File: config.mk
export PLATFORM = sky130hd
export DESIGN_NAME = lrs_top
export DESIGN_NICKNAME = d
export VERILOG_FILES = /design/src/shared/lrs_pkg.sv /design/src/shared/lrs_reg_if.sv /design/src/design/lrs_pix_bank.sv /design/src/design/lrs_top.sv
export SDC_FILE = /design/constraint.sdc
export NUM_CORES = 1
export LEC_CHECK = 0
export BUFFER_PORTS_ARGS = -buffer_cell sky130_fd_sc_hd__buf_2
export CORE_UTILIZATION = 44
export DETAILED_ROUTE_END_ITERATION = 8
export PLACE_DENSITY = 0.81
export SYNTH_ARGS = -nofsm -noshare
export SYNTH_HDL_FRONTEND = slang
export SYNTH_SLANG_ARGS = --single-unit
File: constraint.sdc
create_clock -name clk_i -period 2.3 [get_ports clk_i]
set_input_delay 0.23 -clock clk_i [delete_from_list [all_inputs] [get_ports clk_i]]
set_output_delay 0.23 -clock clk_i [all_outputs]
set_load 0.02 [all_outputs]
File: src/shared/lrs_pkg.sv
// package: register map, field positions and reset values of the lcd reference bank
package lrs_pkg;
    // register indices (word addresses = index * 4)
    localparam logic [3:0] LRS_IDX_REF_CTRL = 4'h0;
    localparam logic [3:0] LRS_IDX_CONTRAST = 4'h1;
    localparam logic [3:0] LRS_IDX_SEG_BASE = 4'h4;
    localparam logic [3:0] LRS_IDX_PIX_BASE = 4'h8;
    localparam int LRS_ADDR_W = 6;
    // field positions
    localparam int LRS_BIT_IRE = 7;
    localparam int LRS_BIT_IRS = 6;
    localparam int LRS_BIT_IRI = 5;
    localparam int LRS_BIT_BIAS3 = 3;
    localparam int LRS_BIT_BIAS2 = 2;
    localparam int LRS_BIT_BIAS1 = 1;
    // writable masks; other bits are unimplemented
    localparam logic [7:0] LRS_REF_MASK = 8'hEE;
    localparam logic [7:0] LRS_CST_MASK = 8'h07;
    // reset values, then the contrast ladder short and full codes
    localparam logic [7:0] LRS_REF_RST = 8'h00;
    localparam logic [7:0] LRS_CST_RST = 8'h00;
    localparam logic [7:0] LRS_SEG_RST = 8'h00;
    localparam logic [2:0] LRS_CST_SHORT = 3'h0;
    localparam logic [2:0] LRS_CST_FULL = 3'h7;
    // bus answer state
    typedef enum logic [0:0]
    {
        LRS_IDLE = 1'b0,
        LRS_ACK = 1'b1
    } lrs_bus_type;
endpackage

File: src/shared/lrs_reg_if.sv
// interface: register write strobe from the bus slave to the pixel bank, with its read data back
`timescale 1ns/1ps
interface lrs_reg_if;
    logic we;
    logic [3:0] idx;
    logic [7:0] wdata;
    logic [7:0] rdata;
    modport bank (input we, input idx, input wdata, output rdata);
    modport bus (output we, output idx, output wdata, input rdata);
endinterface

File: src/design/lrs_pix_bank.sv
// module: pixel data storage, no reset (contents unknown at power-on)
`timescale 1ns/1ps
module lrs_pix_bank
    import lrs_pkg::*;
#(
    parameter int NUM_BYTES = 4
)
(
    input wire logic clk_i,
    lrs_reg_if.bank rif,
    output logic [NUM_BYTES*8-1:0] pixels_o
);
    typedef struct packed
    {
        logic [NUM_BYTES-1:0][7:0] pix;
    } lrs_pix_type;
    lrs_pix_type st_r;
    lrs_pix_type st_nxt;
    logic [3:0] sel;

    // byte select; reset leaves the bits alone on purpose
    always_comb
    begin
        st_nxt = st_r;
        sel = rif.idx - LRS_IDX_PIX_BASE;
        rif.rdata = 8'h00;
        if (rif.idx >= LRS_IDX_PIX_BASE && sel < 4'(NUM_BYTES))
        begin
            rif.rdata = st_r.pix[sel];
            if (rif.we)
                st_nxt.pix[sel] = rif.wdata;
        end
    end

    always_ff @(posedge clk_i)
    begin
        st_r <= st_nxt;
    end

    assign pixels_o = st_r.pix;
endmodule

File: src/design/lrs_top.sv
// module: lcd reference, contrast, segment select and pixel register bank on wishbone
//
// Design decisions made here: the register addresses and register access over Wishbone.
`timescale 1ns/1ps
module lrs_top
    import lrs_pkg::*;
#(
    parameter int SEG_REGS = 2,
    parameter int PIX_BYTES = 4
)
(
    input wire logic clk_i,
    input wire logic rst_i,
    input wire logic wb_cyc_i,
    input wire logic wb_stb_i,
    input wire logic wb_we_i,
    input wire logic [LRS_ADDR_W-1:0] wb_adr_i,
    input wire logic [3:0] wb_sel_i,
    input wire logic [31:0] wb_dat_i,
    output logic [31:0] wb_dat_o,
    output logic wb_ack_o,
    input wire logic lcd_active_flag_i,
    input wire logic [SEG_REGS*8-1:0] pin_direction_control_i,
    input wire logic [SEG_REGS*8-1:0] pin_analog_select_i,
    output logic ref_power_o,
    output logic ref_coupled_o,
    output logic ref_source_sel_o,
    output logic ref_idle_off_o,
    output logic ladder_on_o,
    output logic bias_pin1_connect_o,
    output logic bias_pin2_connect_o,
    output logic bias_pin3_connect_o,
    output logic [2:0] contrast_ladder_select_o,
    output logic contrast_shorted_o,
    output logic [2:0] contrast_sevenths_o,
    output logic [SEG_REGS*8-1:0] segment_pin_select_o,
    output logic [SEG_REGS*8-1:0] pin_direction_o,
    output logic [SEG_REGS*8-1:0] pin_analog_o,
    output logic [PIX_BYTES*8-1:0] pixel_on_bit_o
);
    // ************************************************************
    // state
    // ************************************************************
    typedef struct packed
    {
        lrs_bus_type bus;
        logic [31:0] rdata;
        logic [7:0] ref_ctrl;
        logic [7:0] contrast;
        logic [SEG_REGS-1:0][7:0] seg;
        logic ladder_on;
        logic lcd_active;
    } lrs_state_type;

    lrs_state_type st_r;
    lrs_state_type st_nxt;
    lrs_reg_if rif();
    logic [3:0] idx;
    logic [3:0] seg_off;
    logic wr_go;
    logic lane0;
    logic [7:0] rd_byte;

    // ************************************************************
    // bus decode
    // ************************************************************
    // only byte lane 0 carries data; writes without it are dropped
    assign idx = wb_adr_i[LRS_ADDR_W-1:2];
    assign lane0 = wb_sel_i[0];
    assign wr_go = wb_cyc_i && wb_stb_i && wb_we_i && lane0 && (st_r.bus == LRS_IDLE);
    assign seg_off = idx - LRS_IDX_SEG_BASE;

    // pixel bank shares the decoded strobe
    assign rif.we = wr_go;
    assign rif.idx = idx;
    assign rif.wdata = wb_dat_i[7:0];

    lrs_pix_bank #(
        .NUM_BYTES(PIX_BYTES)
    ) u_pix (
        .clk_i(clk_i),
        .rif(rif),
        .pixels_o(pixel_on_bit_o)
    );

    // read mux; unmapped addresses read zero and still ack
    always_comb
    begin
        rd_byte = 8'h00;
        if (idx == LRS_IDX_REF_CTRL)
            rd_byte = st_r.ref_ctrl & LRS_REF_MASK;
        else if (idx == LRS_IDX_CONTRAST)
            rd_byte = st_r.contrast & LRS_CST_MASK;
        else if (idx >= LRS_IDX_SEG_BASE && seg_off < 4'(SEG_REGS))
            rd_byte = st_r.seg[seg_off];
        else
            rd_byte = rif.rdata;
    end

    // ************************************************************
    // next state
    // ************************************************************
    always_comb
    begin
        st_nxt = st_r;
        st_nxt.lcd_active = lcd_active_flag_i;
        // one-cycle ack, then one idle cycle before the next request
        case (st_r.bus)
            LRS_IDLE:
            begin
                if (wb_cyc_i && wb_stb_i)
                begin
                    st_nxt.bus = LRS_ACK;
                    st_nxt.rdata = {24'h00_0000, rd_byte};
                end
            end
            LRS_ACK:
            begin
                st_nxt.bus = LRS_IDLE;
            end
            default:
            begin
                st_nxt.bus = LRS_IDLE;
            end
        endcase
        if (wr_go)
        begin
            if (idx == LRS_IDX_REF_CTRL)
                st_nxt.ref_ctrl = wb_dat_i[7:0] & LRS_REF_MASK;
            else if (idx == LRS_IDX_CONTRAST)
                st_nxt.contrast = wb_dat_i[7:0] & LRS_CST_MASK;
            else if (idx >= LRS_IDX_SEG_BASE && seg_off < 4'(SEG_REGS))
                st_nxt.seg[seg_off] = wb_dat_i[7:0];
        end
        // ladder follows enable, but only while the lcd is active
        st_nxt.ladder_on = st_r.ref_ctrl[LRS_BIT_IRE] && st_r.lcd_active;
        if (rst_i)
        begin
            st_nxt.bus = LRS_IDLE;
            st_nxt.rdata = 32'h0000_0000;
            st_nxt.ref_ctrl = LRS_REF_RST;
            st_nxt.contrast = LRS_CST_RST;
            st_nxt.seg = '0;
            st_nxt.ladder_on = 1'b0;
            st_nxt.lcd_active = 1'b0;
        end
    end

    always_ff @(posedge clk_i)
    begin
        st_r <= st_nxt;
    end

    // ************************************************************
    // outputs
    // ************************************************************
    assign wb_ack_o = (st_r.bus == LRS_ACK);
    assign wb_dat_o = st_r.rdata;

    // reference power and coupling also drop when lcd goes inactive
    assign ref_power_o = st_r.ladder_on;
    assign ref_coupled_o = st_r.ladder_on;
    assign ref_source_sel_o = st_r.ref_ctrl[LRS_BIT_IRS];
    assign ref_idle_off_o = st_r.ref_ctrl[LRS_BIT_IRI];
    assign ladder_on_o = st_r.ladder_on;

    // bias pins only switch the bias tap, pin controls pass untouched
    assign bias_pin1_connect_o = st_r.ref_ctrl[LRS_BIT_BIAS1];
    assign bias_pin2_connect_o = st_r.ref_ctrl[LRS_BIT_BIAS2];
    assign bias_pin3_connect_o = st_r.ref_ctrl[LRS_BIT_BIAS3];
    assign pin_direction_o = pin_direction_control_i;
    assign pin_analog_o = pin_analog_select_i;

    // contrast ladder: short at code 0, else code/7 of full resistance
    assign contrast_ladder_select_o = st_r.contrast[2:0];
    assign contrast_shorted_o = (st_r.contrast[2:0] == LRS_CST_SHORT);
    assign contrast_sevenths_o = st_r.contrast[2:0];

    assign segment_pin_select_o = st_r.seg;
endmodule

## Word level (Yosys, flattened, before mapping)

Index checks and enable logic that the tools add are counted.

- Flip-flop bits (word level): 68

- $add $sub $neg: 2
- Order comparisons: 8
- Equality and inequality tests: 1
- Mux-type cells: 16
- Bitwise logic cells: 3
- Reduce and logical (&&, ||, !) cells: 16

Operator list:

| kind | number |
|---|---|
| 8-bit two-way mux | 9 |
| 33-bit two-way mux | 1 |
| 32-bit bitwise mux | 1 |
| 8-bit binary-select mux with 2-bit select | 1 |
| 16-bit bitwise mux | 1 |
| 8-bit demux with 2-bit select | 1 |
| 1-bit logical AND | 9 |
| 8-bit demux with 1-bit select | 1 |
| 4-bit by 1-bit >= comparator with 1-bit output, second input constant | 2 |
| 4-bit by 2-bit < comparator with 1-bit output, second input constant | 2 |
| 4-bit by 3-bit < comparator with 1-bit output, second input constant | 2 |
| 2-bit AND reduction | 3 |
| 4-bit by 1-bit equality test with 1-bit output, second input constant | 1 |
| 4-bit by 3-bit >= comparator with 1-bit output, second input constant | 1 |
| 4-bit >= comparator, second input constant | 1 |
| 4-bit logical NOT | 1 |
| 4-bit AND reduction | 1 |
| 4-bit by 3-bit subtractor with 4-bit output, second input constant | 1 |
| 4-bit subtractor, second input constant | 1 |
| 3-bit logical NOT | 1 |
| 1-bit inverter | 3 |
| 3-bit AND reduction | 1 |
| 1-bit case mux with 2 select lines | 1 |

## Depth between registers and ports, before layout

Gate-level depths: netlist (run 1).

- Depth after elaboration: 9
- Gate-level depth with buffers: 6
- Gate-level depth less buffers: 4

## Cells and area by module

From an unflattened synthesis (run 1), not the netlist that was laid out.

- Cells, all modules: 328
- Area total of the unflattened synthesis: 3478.3 um^2

Modules (own cells, without submodules):

| module | times used | cells an instance | area an instance (um^2) | seq. area each (um^2) |
|---|---|---|---|---|
| lrs_top | 1 | 262 | 2219.6 | 720.7 |
| lrs_pix_bank | 1 | 66 | 1258.7 | 960.9 |

## Worst setup path after synthesis (run 1)

OpenSTA, ideal clock, no wires.

- Kind: register to register
- From: register st_r, in the netlist wb_ack_o
- To: register u_pix.st_r, in the netlist u_pix.pixels_o[16], enable pin
- Setup time: 0.370 ns
- Data arrival time: 1.562 ns
- Required time: 1.930 ns
- Path slack: 0.368 ns
- Cell stages (with the launch flop): 7
- Clock period less this slack: 1.932 ns
- Cell sequence: dfxtp_1 nand3b_1 buf_4 buf_1 nor3_1 nand2_1 nor2_1

- Cells in the longest elaborated chain, start to end: 3

RTL lines:

| element | line | source |
|---|---|---|
| start: declaration | lrs_top.sv:55 | `lrs_state_type st_r;` |
| start signal: assignment | lrs_top.sv:151 | `st_r <= st_nxt;` |
| 1-bit inverter (no source line) | - |  |
| 1-bit logical AND | lrs_top.sv:70 | `assign wr_go = wb_cyc_i && wb_stb_i && wb_we_i && lane0 && (st_r.bus == LRS_IDLE);` |
| 2-bit AND reduction (no source line) | - |  |
| end signal: assignment | lrs_pix_bank.sv:37 | `st_r <= st_nxt;` |
| end: declaration | lrs_pix_bank.sv:17 | `lrs_pix_type st_r;` |

Every way passes these cells.
A chain may end at the register's enable or synchronous reset.

## Final worst setup path (run 1)

- From: register st_r, in the netlist wb_ack_o
- To: register st_r, in the netlist ref_source_sel_o

- Cells in the longest elaborated chain, start to end: 3

RTL lines:

| element | line |
|---|---|
| 1-bit inverter (no source line) | - |
| 1-bit logical AND | lrs_top.sv:70 |
| 2-bit AND reduction (no source line) | - |

Every way passes these cells.

==> results.md, run 1 <==
| Group | Parameter | Value |
|:---|:---|:---|
| worst setup path | Endpoint kind of the worst setup timing path | register |
| final layout | Final Cell Area | 3706 um2 |
| worst setup path | Crit path max-delay cell type | nor3_4 |
| route | Via density | 5.053 |
| yosys | Xor and xnor fraction of the mapped netlist area | 0% |
| clock tree | Total of cells resized after clock tree synthesis | 0 |
| clock tree | Number of buffers added by the clock tree synthesis step | 9 |
| final layout | Register Area | 1682 um2 |
| sta | Post-layout min period | 1.873 ns |
| sta | Setup TNS after final layout | 0 ns |
| clock tree | Number of buffers inserted by post-CTS setup repair | 0 |
| yosys | Flip-flop and latch count after synthesis | 68 |
| sta | Number of hold violations in the final report | 0 |
| yosys | Share of cell area taken by muxes after synthesis | 12.99% |
| place | Placer Congestion | 0.8006 |
| global route | First-pass GRT wire length | 11,830 um |
| final layout | Layout Utilization | 47.96% |
| clock tree | Clock-pin slew reported for the worst setup and hold paths after clock tree synthesis | 0.06 ns |
| clock tree | Hold Buf Count CTS | 0 |
| place | Instance area at placement | 3523 um2 |
| final layout | Final net count | 424 |
| run status | Result of the run | complete, no violations |
| worst setup path | Top cell family by delay on the critical path | simple AND/OR/NAND/NOR gates |
| sta | Final Slew Violations | 0 |
| yosys | Post-synthesis average cell area | 11.31 um2 |
| die | I/O pin count | 208 |
| die | Floorplan Core Area | 7727 um2 |
| power and ir drop | Leakage power of the design | 1.540 nW |
| route | Antenna-violating nets left | 0 |
| yosys | Area fraction in and, or, nand and nor cells after synthesis | 11.21% |
| sta | Rel. slew slack | 39.65% |
| route | Post-detailed-route DRC marker count | 0 |
| global route | Overflow left after global routing | 0 |
| yosys | Cell count after synthesis | 311 |
| route | Starting DRC count in detailed routing | 117 |
| place | Port buffer count | 90 |
| worst setup path | Worst-path fanout max | 15 |
| yosys | Fraction of the yosys area taken by sequential cells | 47.83% |
| clock tree | Clock tree from TritonCTS | yes |
| place | Total instance count after detailed placement | 435 |
| final layout | Area used by multi-input combinational logic | 1189 um2 |
| route | Post-detailed-routing wire length | 7586 um |
| clock tree | Clock net sink count | 68 |
| final layout | Share of final-layout standard cells stronger than drive strength 1 | 35.53% |
| final layout | Most common library cell in the layout ignoring fill and taps | buf_2 |
| yosys | Post-synthesis cell area | 3516 um2 |
| place | HPWL after detailed placement | 5624 um |
| die | Starting density of the core | 45.50% |
| final layout | Commonest cells after routing, fill and taps aside | 90 x buf_2, 36 x dfxtp_1, 34 x nor2_1 |
| route | Total number of vias | 2,279 |
| global route | Number of antenna violations at the first check in global routing | 0 |
| sta | Endpoints failing setup | 0 |
| worst setup path | Count of buffer and inverter cells on the critical path | 1 |
| clock tree | Clk Tree Root Cell | clkbuf_8 |
| global route | Maximum number of pins on one net before global-route repair | 40 |
| sta | Final period util | 81.42% |
| worst setup path | Slowest stage delay, CP | 0.45 ns |
| power and ir drop | Total power density per cell area | 642.6 nW/um2 |
| final layout | Post-route insts no fill | 451 |
| sta | Setup skew after layout | 0.01020 ns |
| sta | Highest clock rate | 534.0 MHz |
| final layout | Ant. Diodes | 0 |
| route | DR pass1 iterations | 4 |
| yosys | Cells taking the most area after synthesis | edfxtp_1 27%, dfxtp_1 20%, buf_4 19%, mux2i_1 8.8%, nor2_1 3.6% |
| clock tree | Largest buffer count on any clock path | 2 |
| power and ir drop | Largest vdd supply drop | 402.7 uV |
| flow run | Maximum capacitance violations | 0 |
| die | Cell Rows | 32 |
| die | Vertical die dimension | 91.39 um |
| yosys | Synth Warn # | 0 |
| yosys | Area fraction in compound gates after synthesis | 7.046% |
| yosys | Adder-cell area share of the yosys netlist | 0% |
| yosys | Combinational family with the most area after synthesis | buffers and inverters |
| worst setup path | Crit path launch type | register |
| worst setup path | Data arrival time of the worst path | 2.07 ns |
| worst setup path | Critical path type | reg -> reg |
| global route | Total global routing track utilization | 18.83% |
| clock tree | Level count of the clock H-tree | 3 |
| final layout | Fillers | 735 |
| global route | Vias in the first global route | 2,212 |
| clock tree | Clock Latency Late Sink | 0.34 ns |
| sta | Worst slew pin tran | 0.8970 ns |
| worst hold path | Worst min path class | in -> reg |
| place | Post-placement worst setup slack | 0.3955 ns |
| sta | Unrepaired setup endpoints after global routing | no |
| worst setup path | Cell-by-cell trace of the critical path | nand3b_1 -> buf_4 -> nor3_4 -> mux2i_1 -> nor2_1 |
| die | Die outline area | 8352 um2 |
| yosys | Post-synthesis cell type with the largest combined area | edfxtp_1 |
| sta | Final WS setup | 0.4274 ns |
| final layout | Area delta synth->final | 5.409% |
| yosys | Count of different cell masters after synthesis | 44 |
| yosys | Fraction of synthesized cell area taken by the top area cell type | 27.33% |
| route | Post-DR wirelength/cell | 16.82 um |
| worst setup path | Critical Path RT | 2.50 ns |
| die | Die Span X | 91.39 um |
-- cells in the mapped netlist, drive strengths merged --
cell type,number
buf,96
dfxtp,36
nor2,35
edfxtp,32
mux2i,31
nand2,8
nor3,6
o2bb2ai,6
clkbuf,5
mux4,5
nor4,4
o21ai,4
a21boi,3
a21o,3
a21oi,3
a221o,3
nand3,3
o211ai,3
a22oi,2
mux2,2
nand2b,2
nand3b,2
nor2b,2
o22ai,2
a2111oi,1
a211oi,1
a221oi,1
a222oi,1
and3,1
and3b,1
conb,1
nor4b,1
or2,1
or2b,1
or3,1
or4,1
or4b,1
-- path summary, 6_finish.rpt --
check | start | endpoint | slack (ns) | cells past startpoint
min | lcd_active_flag_i | st_r[0] | 0.12 | 2
max | wb_ack_o | ref_source_sel_o | 0.43 | 5
max reg2reg | wb_ack_o | ref_source_sel_o | 0.43 | 5
min reg2reg | st_r[0] | ladder_on_o | 0.42 | 2
-- worst register-to-register path: stages (launching register included) --
cell      delay (ns)
dfxtp_1         0.32
nand3b_1        0.35
buf_4           0.32
nor3_4          0.45
mux2i_1         0.25
nor2_1          0.05
-- kinds of logic (layout without fill, tap and decap cells) --
kind of cell | after synthesis | after routing
buf+inv | 101 | 116
compound gates | 33 | 33
simple gates | 70 | 70
other cells | 1 | 24
flops | 68 | 68
mux | 38 | 38
-- through the flow --
| step | power [mW] | hold WS (ns) |
|---|---|---|
| final | 2.381 | 0.1156 |
| after CTS | 2.399 | 0.1049 |
| after global routing | 2.472 | 0.1340 |
| after global placement | 1.481 | 0.4122 |
| after floorplan | 1.548 | 0.3289 |
| after detailed placement | 1.485 | 0.4152 |
-- state kept, by name, indices dropped and copies added, names as in the netlist, 2 cells and up --
register and cells:
u_pix.pixels_o 32, segment_pin_select_o 16, wb_dat_o 8, contrast_ladder_select_o 3, st_r 2
-- metal layers --
layer,vias to the layer above,wire (um),track usage [%]
met3,31,560,6.030
met4,0,242,8.333
met5,-,0,0
met2,102,3826,31.64
met1,1086,2958,21.88
li1,1060,-,-
-- power by group --
group / switching (mW) / internal (mW)
combinational: 0.131 / 0.0500
sequential: 0.00383 / 1.27
clock: 0.436 / 0.490
-- cell type report --
class	instances	area share (%)
clock buffer	10	3.444
clock inverter	6	1.485
multi-input combinational	165	32.07
sequential	68	45.37
tap	102	3.444
timing repair buffer	100	14.18
Note: power is estimated with default switching activity, not from simulation.
==> run 2, diff against run 1 <==
--- a/config.mk
+++ b/config.mk
@@ -5,10 +5,11 @@
 export SDC_FILE = /design/constraint.sdc
 export NUM_CORES = 1
 export LEC_CHECK = 0
+export ABC_AREA = 1
 export BUFFER_PORTS_ARGS = -buffer_cell sky130_fd_sc_hd__buf_2
-export CORE_UTILIZATION = 44
+export CORE_UTILIZATION = 40
 export DETAILED_ROUTE_END_ITERATION = 8
-export PLACE_DENSITY = 0.81
+export PLACE_DENSITY = 0.78
 export SYNTH_ARGS = -nofsm -noshare
 export SYNTH_HDL_FRONTEND = slang
 export SYNTH_SLANG_ARGS = --single-unit
==> constraint.sdc (replaced) <==
create_clock -name clk_i -period 1.7 [get_ports clk_i]
set_input_delay 0.17 -clock clk_i [delete_from_list [all_inputs] [get_ports clk_i]]
set_output_delay 0.17 -clock clk_i [all_outputs]
set_load 0.02 [all_outputs]
==> run 2 against run 1 <==
Net effect:
- total power up 44%
- hold slack got worse by 0.087 ns
- highest routed layer unchanged
- wire length is 6.6% higher
- combinational power increased by 44%
==> results.md, run 2 <==
| Group | Parameter | Value |
|:---|:---|:---|
| final layout | Flip-flop count of the largest register, all copies and words added | 32 |
| global route | Number of antenna violations at the first check in global routing | 0 |
| die | Cell Rows | 33 |
| place | Post-placement worst setup slack | 0.2158 ns |
| sta | Setup TNS after final layout | 0 ns |
| worst hold path | Start point of the worst hold path | lcd_active_flag_i |
| yosys | Flip-flop and latch count after synthesis | 68 |
| route | DR pass1 iterations | 5 |
| final layout | Final net count | 522 |
| sta | WHS | 0.02878 ns |
| global route | Maximum number of pins on one net before global-route repair | 24 |
| route | Post-detailed-route DRC marker count | 0 |
| worst setup path | Data arrival time of the worst path | 1.55 ns |
| yosys | Most frequently used flop master after synthesis | dfxtp_1 |
| final layout | Ant. Diodes | 0 |
| yosys | Fraction of the yosys area taken by sequential cells | 47.86% |
| global route | First-pass GRT wire length | 12,230 um |
| place | HPWL after detailed placement | 6086 um |
| die | Starting density of the core | 42.12% |
| sta | Endpoints failing setup | 0 |
| final layout | Commonest cells after routing, fill and taps aside | 96 x nand2_1, 90 x buf_2, 36 x nor2_1, 36 x dfxtp_1, 32 x edfxtp_1 |
| clock tree | Hold Buf Count CTS | 0 |
| worst setup path | Critical Path RT | 1.76 ns |
| worst setup path | Worst-path fanout max | 6 |
| clock tree | Number of buffers inserted by post-CTS setup repair | 0 |
| place | Port buffer count | 90 |
| sta | Final WS setup | 0.2118 ns |
| die | I/O pin count | 208 |
| clock tree | Clock net sink count | 68 |
| route | Post-detailed-routing wire length | 8085 um |
| yosys | Share of flip-flops with an asynchronous set or reset after synthesis | 0% |
| route | Total number of vias | 2,690 |
| final layout | Share of final-layout standard cells stronger than drive strength 1 | 32.21% |
| yosys | Post-synthesis cell area | 3513 um2 |
| power and ir drop | Leakage power of the design | 1.678 nW |
| route | Starting DRC count in detailed routing | 170 |
| worst hold path | Worst min path class | in -> reg |
| sta | Post-layout min period | 1.488 ns |
| die | Die Span X | 95.72 um |
| clock tree | Largest buffer count on any clock path | 2 |
| clock tree | Level count of the clock H-tree | 3 |
| sta | Final period util | 87.54% |
| worst setup path | Crit path launch type | register |
| clock tree | Number of buffers added by the clock tree synthesis step | 9 |
| clock tree | Clk Tree Root Cell | clkbuf_8 |
| final layout | Area delta synth->final | 8.191% |
| worst setup path | Destination of the worst register-to-register timing path | u_pix.pixels_o[16] |
| worst setup path | Startpoint of the lowest-slack register-to-register path | wb_ack_o |
| yosys | Top-count cell post-synth | nand2_1 |
| sta | Setup skew after layout | 0.004495 ns |
| worst hold path | WHS Endpoint | st_r[0] |
| global route | Overflow left after global routing | 0 |
| yosys | Post-synthesis average cell area | 8.696 um2 |
| die | Die outline area | 9162 um2 |
| run status | Result of the run | complete, no violations |
| yosys | Count of different cell masters after synthesis | 26 |
| route | Post-DR wirelength/cell | 14.65 um |
| place | Placer Congestion | 0.7768 |
| sta | Unrepaired setup endpoints after global routing | no |
| power and ir drop | Total power density per cell area | 900.7 nW/um2 |
| flow run | Maximum capacitance violations | 0 |
| worst hold path | Number of cells on the worst hold path | 3 |
| die | Vertical die dimension | 95.72 um |
| sta | Final Slew Violations | 0 |
| worst setup path | Reg-to-reg slack, setup | 0.21 ns |
| sta | Number of hold violations in the final report | 0 |
| clock tree | Clock Latency Late Sink | 0.35 ns |
| power and ir drop | Largest vdd supply drop | 455.3 uV |
| yosys | Fraction of synthesized cell area taken by the top area cell type | 27.35% |
| yosys | Synth Warn # | 0 |
| worst setup path | Critical path type | reg -> reg |
| worst setup path | Number of cells on the worst reg-to-reg path | 6 |
| yosys | Cells taking the most area after synthesis | edfxtp_1 27%, dfxtp_1 21%, buf_4 19%, nand2_1 10%, nor2_1 3.8% |
| final layout | Most common library cell in the layout ignoring fill and taps | nand2_1 |
| route | Antenna-violating nets left | 0 |
| yosys | Cell count after synthesis | 404 |
| yosys | Post-synthesis cell type with the largest combined area | edfxtp_1 |
| worst setup path | Endpoint kind of the worst setup timing path | register |
| route | Via density | 4.873 |
| global route | Total global routing track utilization | 18.52% |
| global route | Vias in the first global route | 2,531 |
| clock tree | Total of cells resized after clock tree synthesis | 0 |
| yosys | Most frequent cells after synthesis | 96 x nand2_1, 89 x buf_4, 36 x dfxtp_1, 36 x nor2_1, 32 x edfxtp_1 |
| clock tree | Clock-pin slew reported for the worst setup and hold paths after clock tree synthesis | 0.07 ns |
| clock tree | Clock tree from TritonCTS | yes |
| die | Floorplan Core Area | 8341 um2 |
| final layout | Fillers | 806 |
| sta | Highest clock rate | 671.9 MHz |
| yosys | Number of flops mapped to enable cells by yosys | 32 |
-- run 2: cell type report --
class	count	area, um2	area share, %
Sequential cell	68	1682	44.24
Multi-Input combinational cell	239	1140	29.99
Timing Repair Buffer	100	538.0	14.15
Tap cell	105	131.4	3.456
Clock buffer	9	123.9	3.259
Inverter	24	95.09	2.502
Clock inverter	7	91.34	2.403
-- run 2: worst max-delay path by stage --
stage	start	end
floorplan	wb_ack_o	u_pix.pixels_o[0]
global route	wb_ack_o	u_pix.pixels_o[16]
finish	wb_ack_o	u_pix.pixels_o[16]
detailed placement	wb_adr_i[3]	segment_pin_select_o[3]
CTS	wb_ack_o	u_pix.pixels_o[20]
global placement	wb_ack_o	u_pix.pixels_o[19]
-- run 2: worst max-delay path, stage by stage, from the launching register on --
cell and delay, ns:
dfxtp_1 0.33, nor2_4 0.13, nand3_2 0.09, inv_1 0.12, nand2_1 0.15, nor3_2 0.17, buf_4 0.20
-- run 2: layer usage --
metal  vias up  global-route usage [%]  wire length [um]
li1       1280                       -                 -
met1      1244                   22.70              3382
met2       141                   29.76              3861
met3        25                   5.608               618
met4         0                   8.831               223
met5         -                       0                 0
-- run 2: cells by family after synthesis --
logic type | after synthesis | share of synthesized area, %
AO/OA/AOI/OAI | 33 | 5.769
buffers and inverters | 120 | 22.72
AND/OR/NAND/NOR | 182 | 23.54
other | 1 | 0.1067
flip-flops | 68 | 47.86
-- run 2: stage by stage --
step | power, mW | instances | utilization, % | instance area, um2
CTS | 3.438 | 552 | 45.57 | 3801
finish | 3.424 | 552 | 45.57 | 3801
detailed placement | 2.022 | 536 | 42.99 | 3586
floorplan | 2.093 | 427 | - | 3620
global placement | 2.017 | 536 | 42.99 | 3586
global route | 3.545 | 552 | 45.57 | 3801
-- run 2: report_power, final --
part           switching, mW  leakage, nW  internal [mW]
sequential           0.00574        0.578           1.72
combinational          0.195        0.989         0.0645
clock                  0.618        0.111          0.820
==> run 3, diff against run 2 <==
--- a/config.mk
+++ b/config.mk
@@ -10,6 +10,7 @@
 export CORE_UTILIZATION = 40
 export DETAILED_ROUTE_END_ITERATION = 8
 export PLACE_DENSITY = 0.78
+export RECOVER_POWER = 50
 export SYNTH_ARGS = -nofsm -noshare
 export SYNTH_HDL_FRONTEND = slang
 export SYNTH_SLANG_ARGS = --single-unit
==> run 3 against run 2 <==
Net effect:
- wire length rose by 0.37%
- sequential power barely moved
- hold slack better by 0.0014 ns
- global-route usage unchanged
- first-iteration DRC count is 18% higher
- sequential cell count unchanged
- utilization is 0.68 points lower
- setup slack lost 0.0057 ns
- combinational power is 2% lower
- maximum frequency shrank 0.38%
- critical path type unchanged
- highest routed layer unchanged
==> results.md, run 3 (synthesized netlist as in run 2, its figures left out) <==
| Group | Parameter | Value |
|:---|:---|:---|
| run status | Result of the run | complete, no violations |
| worst hold path | Worst min path class | in -> reg |
| global route | Overflow left after global routing | 0 |
| place | Post-placement worst setup slack | 0.2158 ns |
| worst setup path | Count of buffer and inverter cells on the critical path | 2 |
| die | Starting density of the core | 42.12% |
| worst setup path | Startpoint of the lowest-slack register-to-register path | wb_ack_o |
| sta | Number of hold violations in the final report | 0 |
| final layout | Share of final-layout standard cells stronger than drive strength 1 | 22.15% |
| clock tree | Clock tree from TritonCTS | yes |
| place | Port buffer count | 90 |
| power and ir drop | Largest vdd supply drop | 455.3 uV |
| die | Floorplan Core Area | 8341 um2 |
| final layout | Flip-flop count of the largest register, all copies and words added | 32 |
| sta | Final period util | 87.88% |
| place | Instance area at placement | 3586 um2 |
| worst setup path | Data arrival time of the worst path | 1.55 ns |
| worst hold path | Start point of the worst hold path | lcd_active_flag_i |
| worst setup path | Reg-to-reg slack, setup | 0.21 ns |
| final layout | Commonest cells after routing, fill and taps aside | 96 x nand2_1, 45 x buf_2, 45 x clkbuf_1 |
| clock tree | Clock-pin slew reported for the worst setup and hold paths after clock tree synthesis | 0.07 ns |
| clock tree | Number of buffers added by the clock tree synthesis step | 9 |
| global route | Number of antenna violations at the first check in global routing | 0 |
| worst setup path | Crit path launch type | register |
| place | HPWL after detailed placement | 6086 um |
| clock tree | Hold Buf Count CTS | 0 |
| place | Placer Congestion | 0.7768 |
| worst setup path | Number of cells on the worst reg-to-reg path | 6 |
| route | Post-DR wirelength/cell | 14.70 um |
| global route | Total global routing track utilization | 18.52% |
| power and ir drop | Total power density per cell area | 912.2 nW/um2 |
| flow run | Maximum capacitance violations | 0 |
| route | Total number of vias | 2,668 |
| clock tree | Largest buffer count on any clock path | 2 |
| route | Post-detailed-routing wire length | 8115 um |
| sta | Endpoints failing setup | 0 |
| final layout | Final net count | 522 |
| worst setup path | Destination of the worst register-to-register timing path | u_pix.pixels_o[19] |
| worst setup path | Endpoint kind of the worst setup timing path | register |
| die | Die outline area | 9162 um2 |
| final layout | Area delta synth->final | 6.588% |
| worst hold path | Number of cells on the worst hold path | 3 |
| clock tree | Clk Tree Root Cell | clkbuf_8 |
| route | Post-detailed-route DRC marker count | 0 |
| final layout | Most common library cell in the layout ignoring fill and taps | nand2_1 |
| worst setup path | Critical path type | reg -> reg |
| sta | Post-layout min period | 1.494 ns |
| clock tree | Number of buffers inserted by post-CTS setup repair | 0 |
| route | DR pass1 iterations | 4 |
| die | I/O pin count | 208 |
| clock tree | Clock net sink count | 68 |
| sta | Unrepaired setup endpoints after global routing | no |
| die | Vertical die dimension | 95.72 um |
| clock tree | Clock Latency Late Sink | 0.34 ns |
| sta | Highest clock rate | 669.4 MHz |
| sta | Worst slew pin tran | 1.089 ns |
| global route | First-pass GRT wire length | 12,230 um |
| worst setup path | Critical Path RT | 1.76 ns |
| route | Via density | 4.833 |
| final layout | Ant. Diodes | 0 |
| sta | Setup skew after layout | 0.004293 ns |
| global route | Maximum number of pins on one net before global-route repair | 24 |
| worst setup path | Top cell family by delay on the critical path | simple AND/OR/NAND/NOR gates |
| global route | Vias in the first global route | 2,531 |
| worst setup path | Crit path max-delay cell type | dfxtp_1 |
| route | Starting DRC count in detailed routing | 200 |
| worst setup path | Slowest stage delay, CP | 0.33 ns |
| route | Antenna-violating nets left | 0 |
| sta | Final Slew Violations | 0 |
| clock tree | Total of cells resized after clock tree synthesis | 0 |
| power and ir drop | Leakage power of the design | 1.508 nW |
| die | Cell Rows | 33 |
| final layout | Final Cell Area | 3745 um2 |
| sta | Final WS setup | 0.2060 ns |
| worst setup path | Worst-path fanout max | 6 |
| worst hold path | WHS Endpoint | st_r[0] |
| sta | Rel. slew slack | 27.39% |
| clock tree | Level count of the clock H-tree | 3 |
| worst setup path | Cell-by-cell trace of the critical path | nor2_4 -> nand3_2 -> inv_1 -> nand2_1 -> nor3_2 -> buf_4 |
| die | Die Span X | 95.72 um |
==> run 3: cell count changes in the layout (fill, tap and decap cells not counted) <==
cell,change
buf_2,-45
clkbuf_1,+45
==> run 3: final cells by class <==
type                            instances  area, um2
Inverter                               24      95.09
Clock buffer                            9      123.9
Tap cell                              105      131.4
Multi-Input combinational cell        239       1140
Timing Repair Buffer                  100      481.7
Clock inverter                          7      91.34
Fill cell                             824       4596
Sequential cell                        68       1682
==> run 3: per-layer routing <==
| layer | vias up | wire length (um) | global-route usage (%) |
|---|---|---|---|
| met5 | - | 0 | 0 |
| met4 | 0 | 167 | 8.831 |
| met3 | 21 | 580 | 5.608 |
| met2 | 123 | 3928 | 29.76 |
| met1 | 1242 | 3439 | 22.70 |
| li1 | 1282 | - | - |
==> run 3: how the worst max path moves through the flow <==
stage	start	endpoint	slack, ns	depth (start not counted)
6_report	wb_ack_o	u_pix.pixels_o[19]	0.21	6
5_1_grt	wb_ack_o	u_pix.pixels_o[16]	0.1	6
4_1_cts	wb_ack_o	u_pix.pixels_o[20]	0.20	6
3_5_place_dp	wb_adr_i[3]	segment_pin_select_o[3]	0.22	8
3_3_place_gp	wb_ack_o	u_pix.pixels_o[19]	0.25	6
2_1_floorplan	wb_ack_o	u_pix.pixels_o[0]	-0.06	5
==> run 3: stage by stage <==
step / utilization [%] / cells / power, mW / setup TNS, ns / hold slack (ns)
4_1_cts: 45.57 / 552 / 3.438 / 0 / 0.01650
5_1_grt: 44.90 / 552 / 3.541 / 0 / 0.02972
3_3_place_gp: 42.99 / 536 / 2.017 / 0 / 0.3401
3_5_place_dp: 42.99 / 536 / 2.022 / 0 / 0.3401
6_report: 44.90 / 552 / 3.416 / 0 / 0.03021
2_1_floorplan: - / 427 / 2.093 / -1.944 / 0.2689
==> run 3: tightest hold or removal path: stages <==
cell    delay, ns
buf_2        0.10
inv_1        0.04
nor2_1       0.03
==> run 3: power breakdown <==
group	total, mW	switching (mW)	leakage (nW)	internal, mW
registers	1.73	0.00609	0.578	1.72
logic	0.255	0.196	0.819	0.0597
clock network	1.43	0.615	0.111	0.820
total	3.42	0.816	1.51	2.60
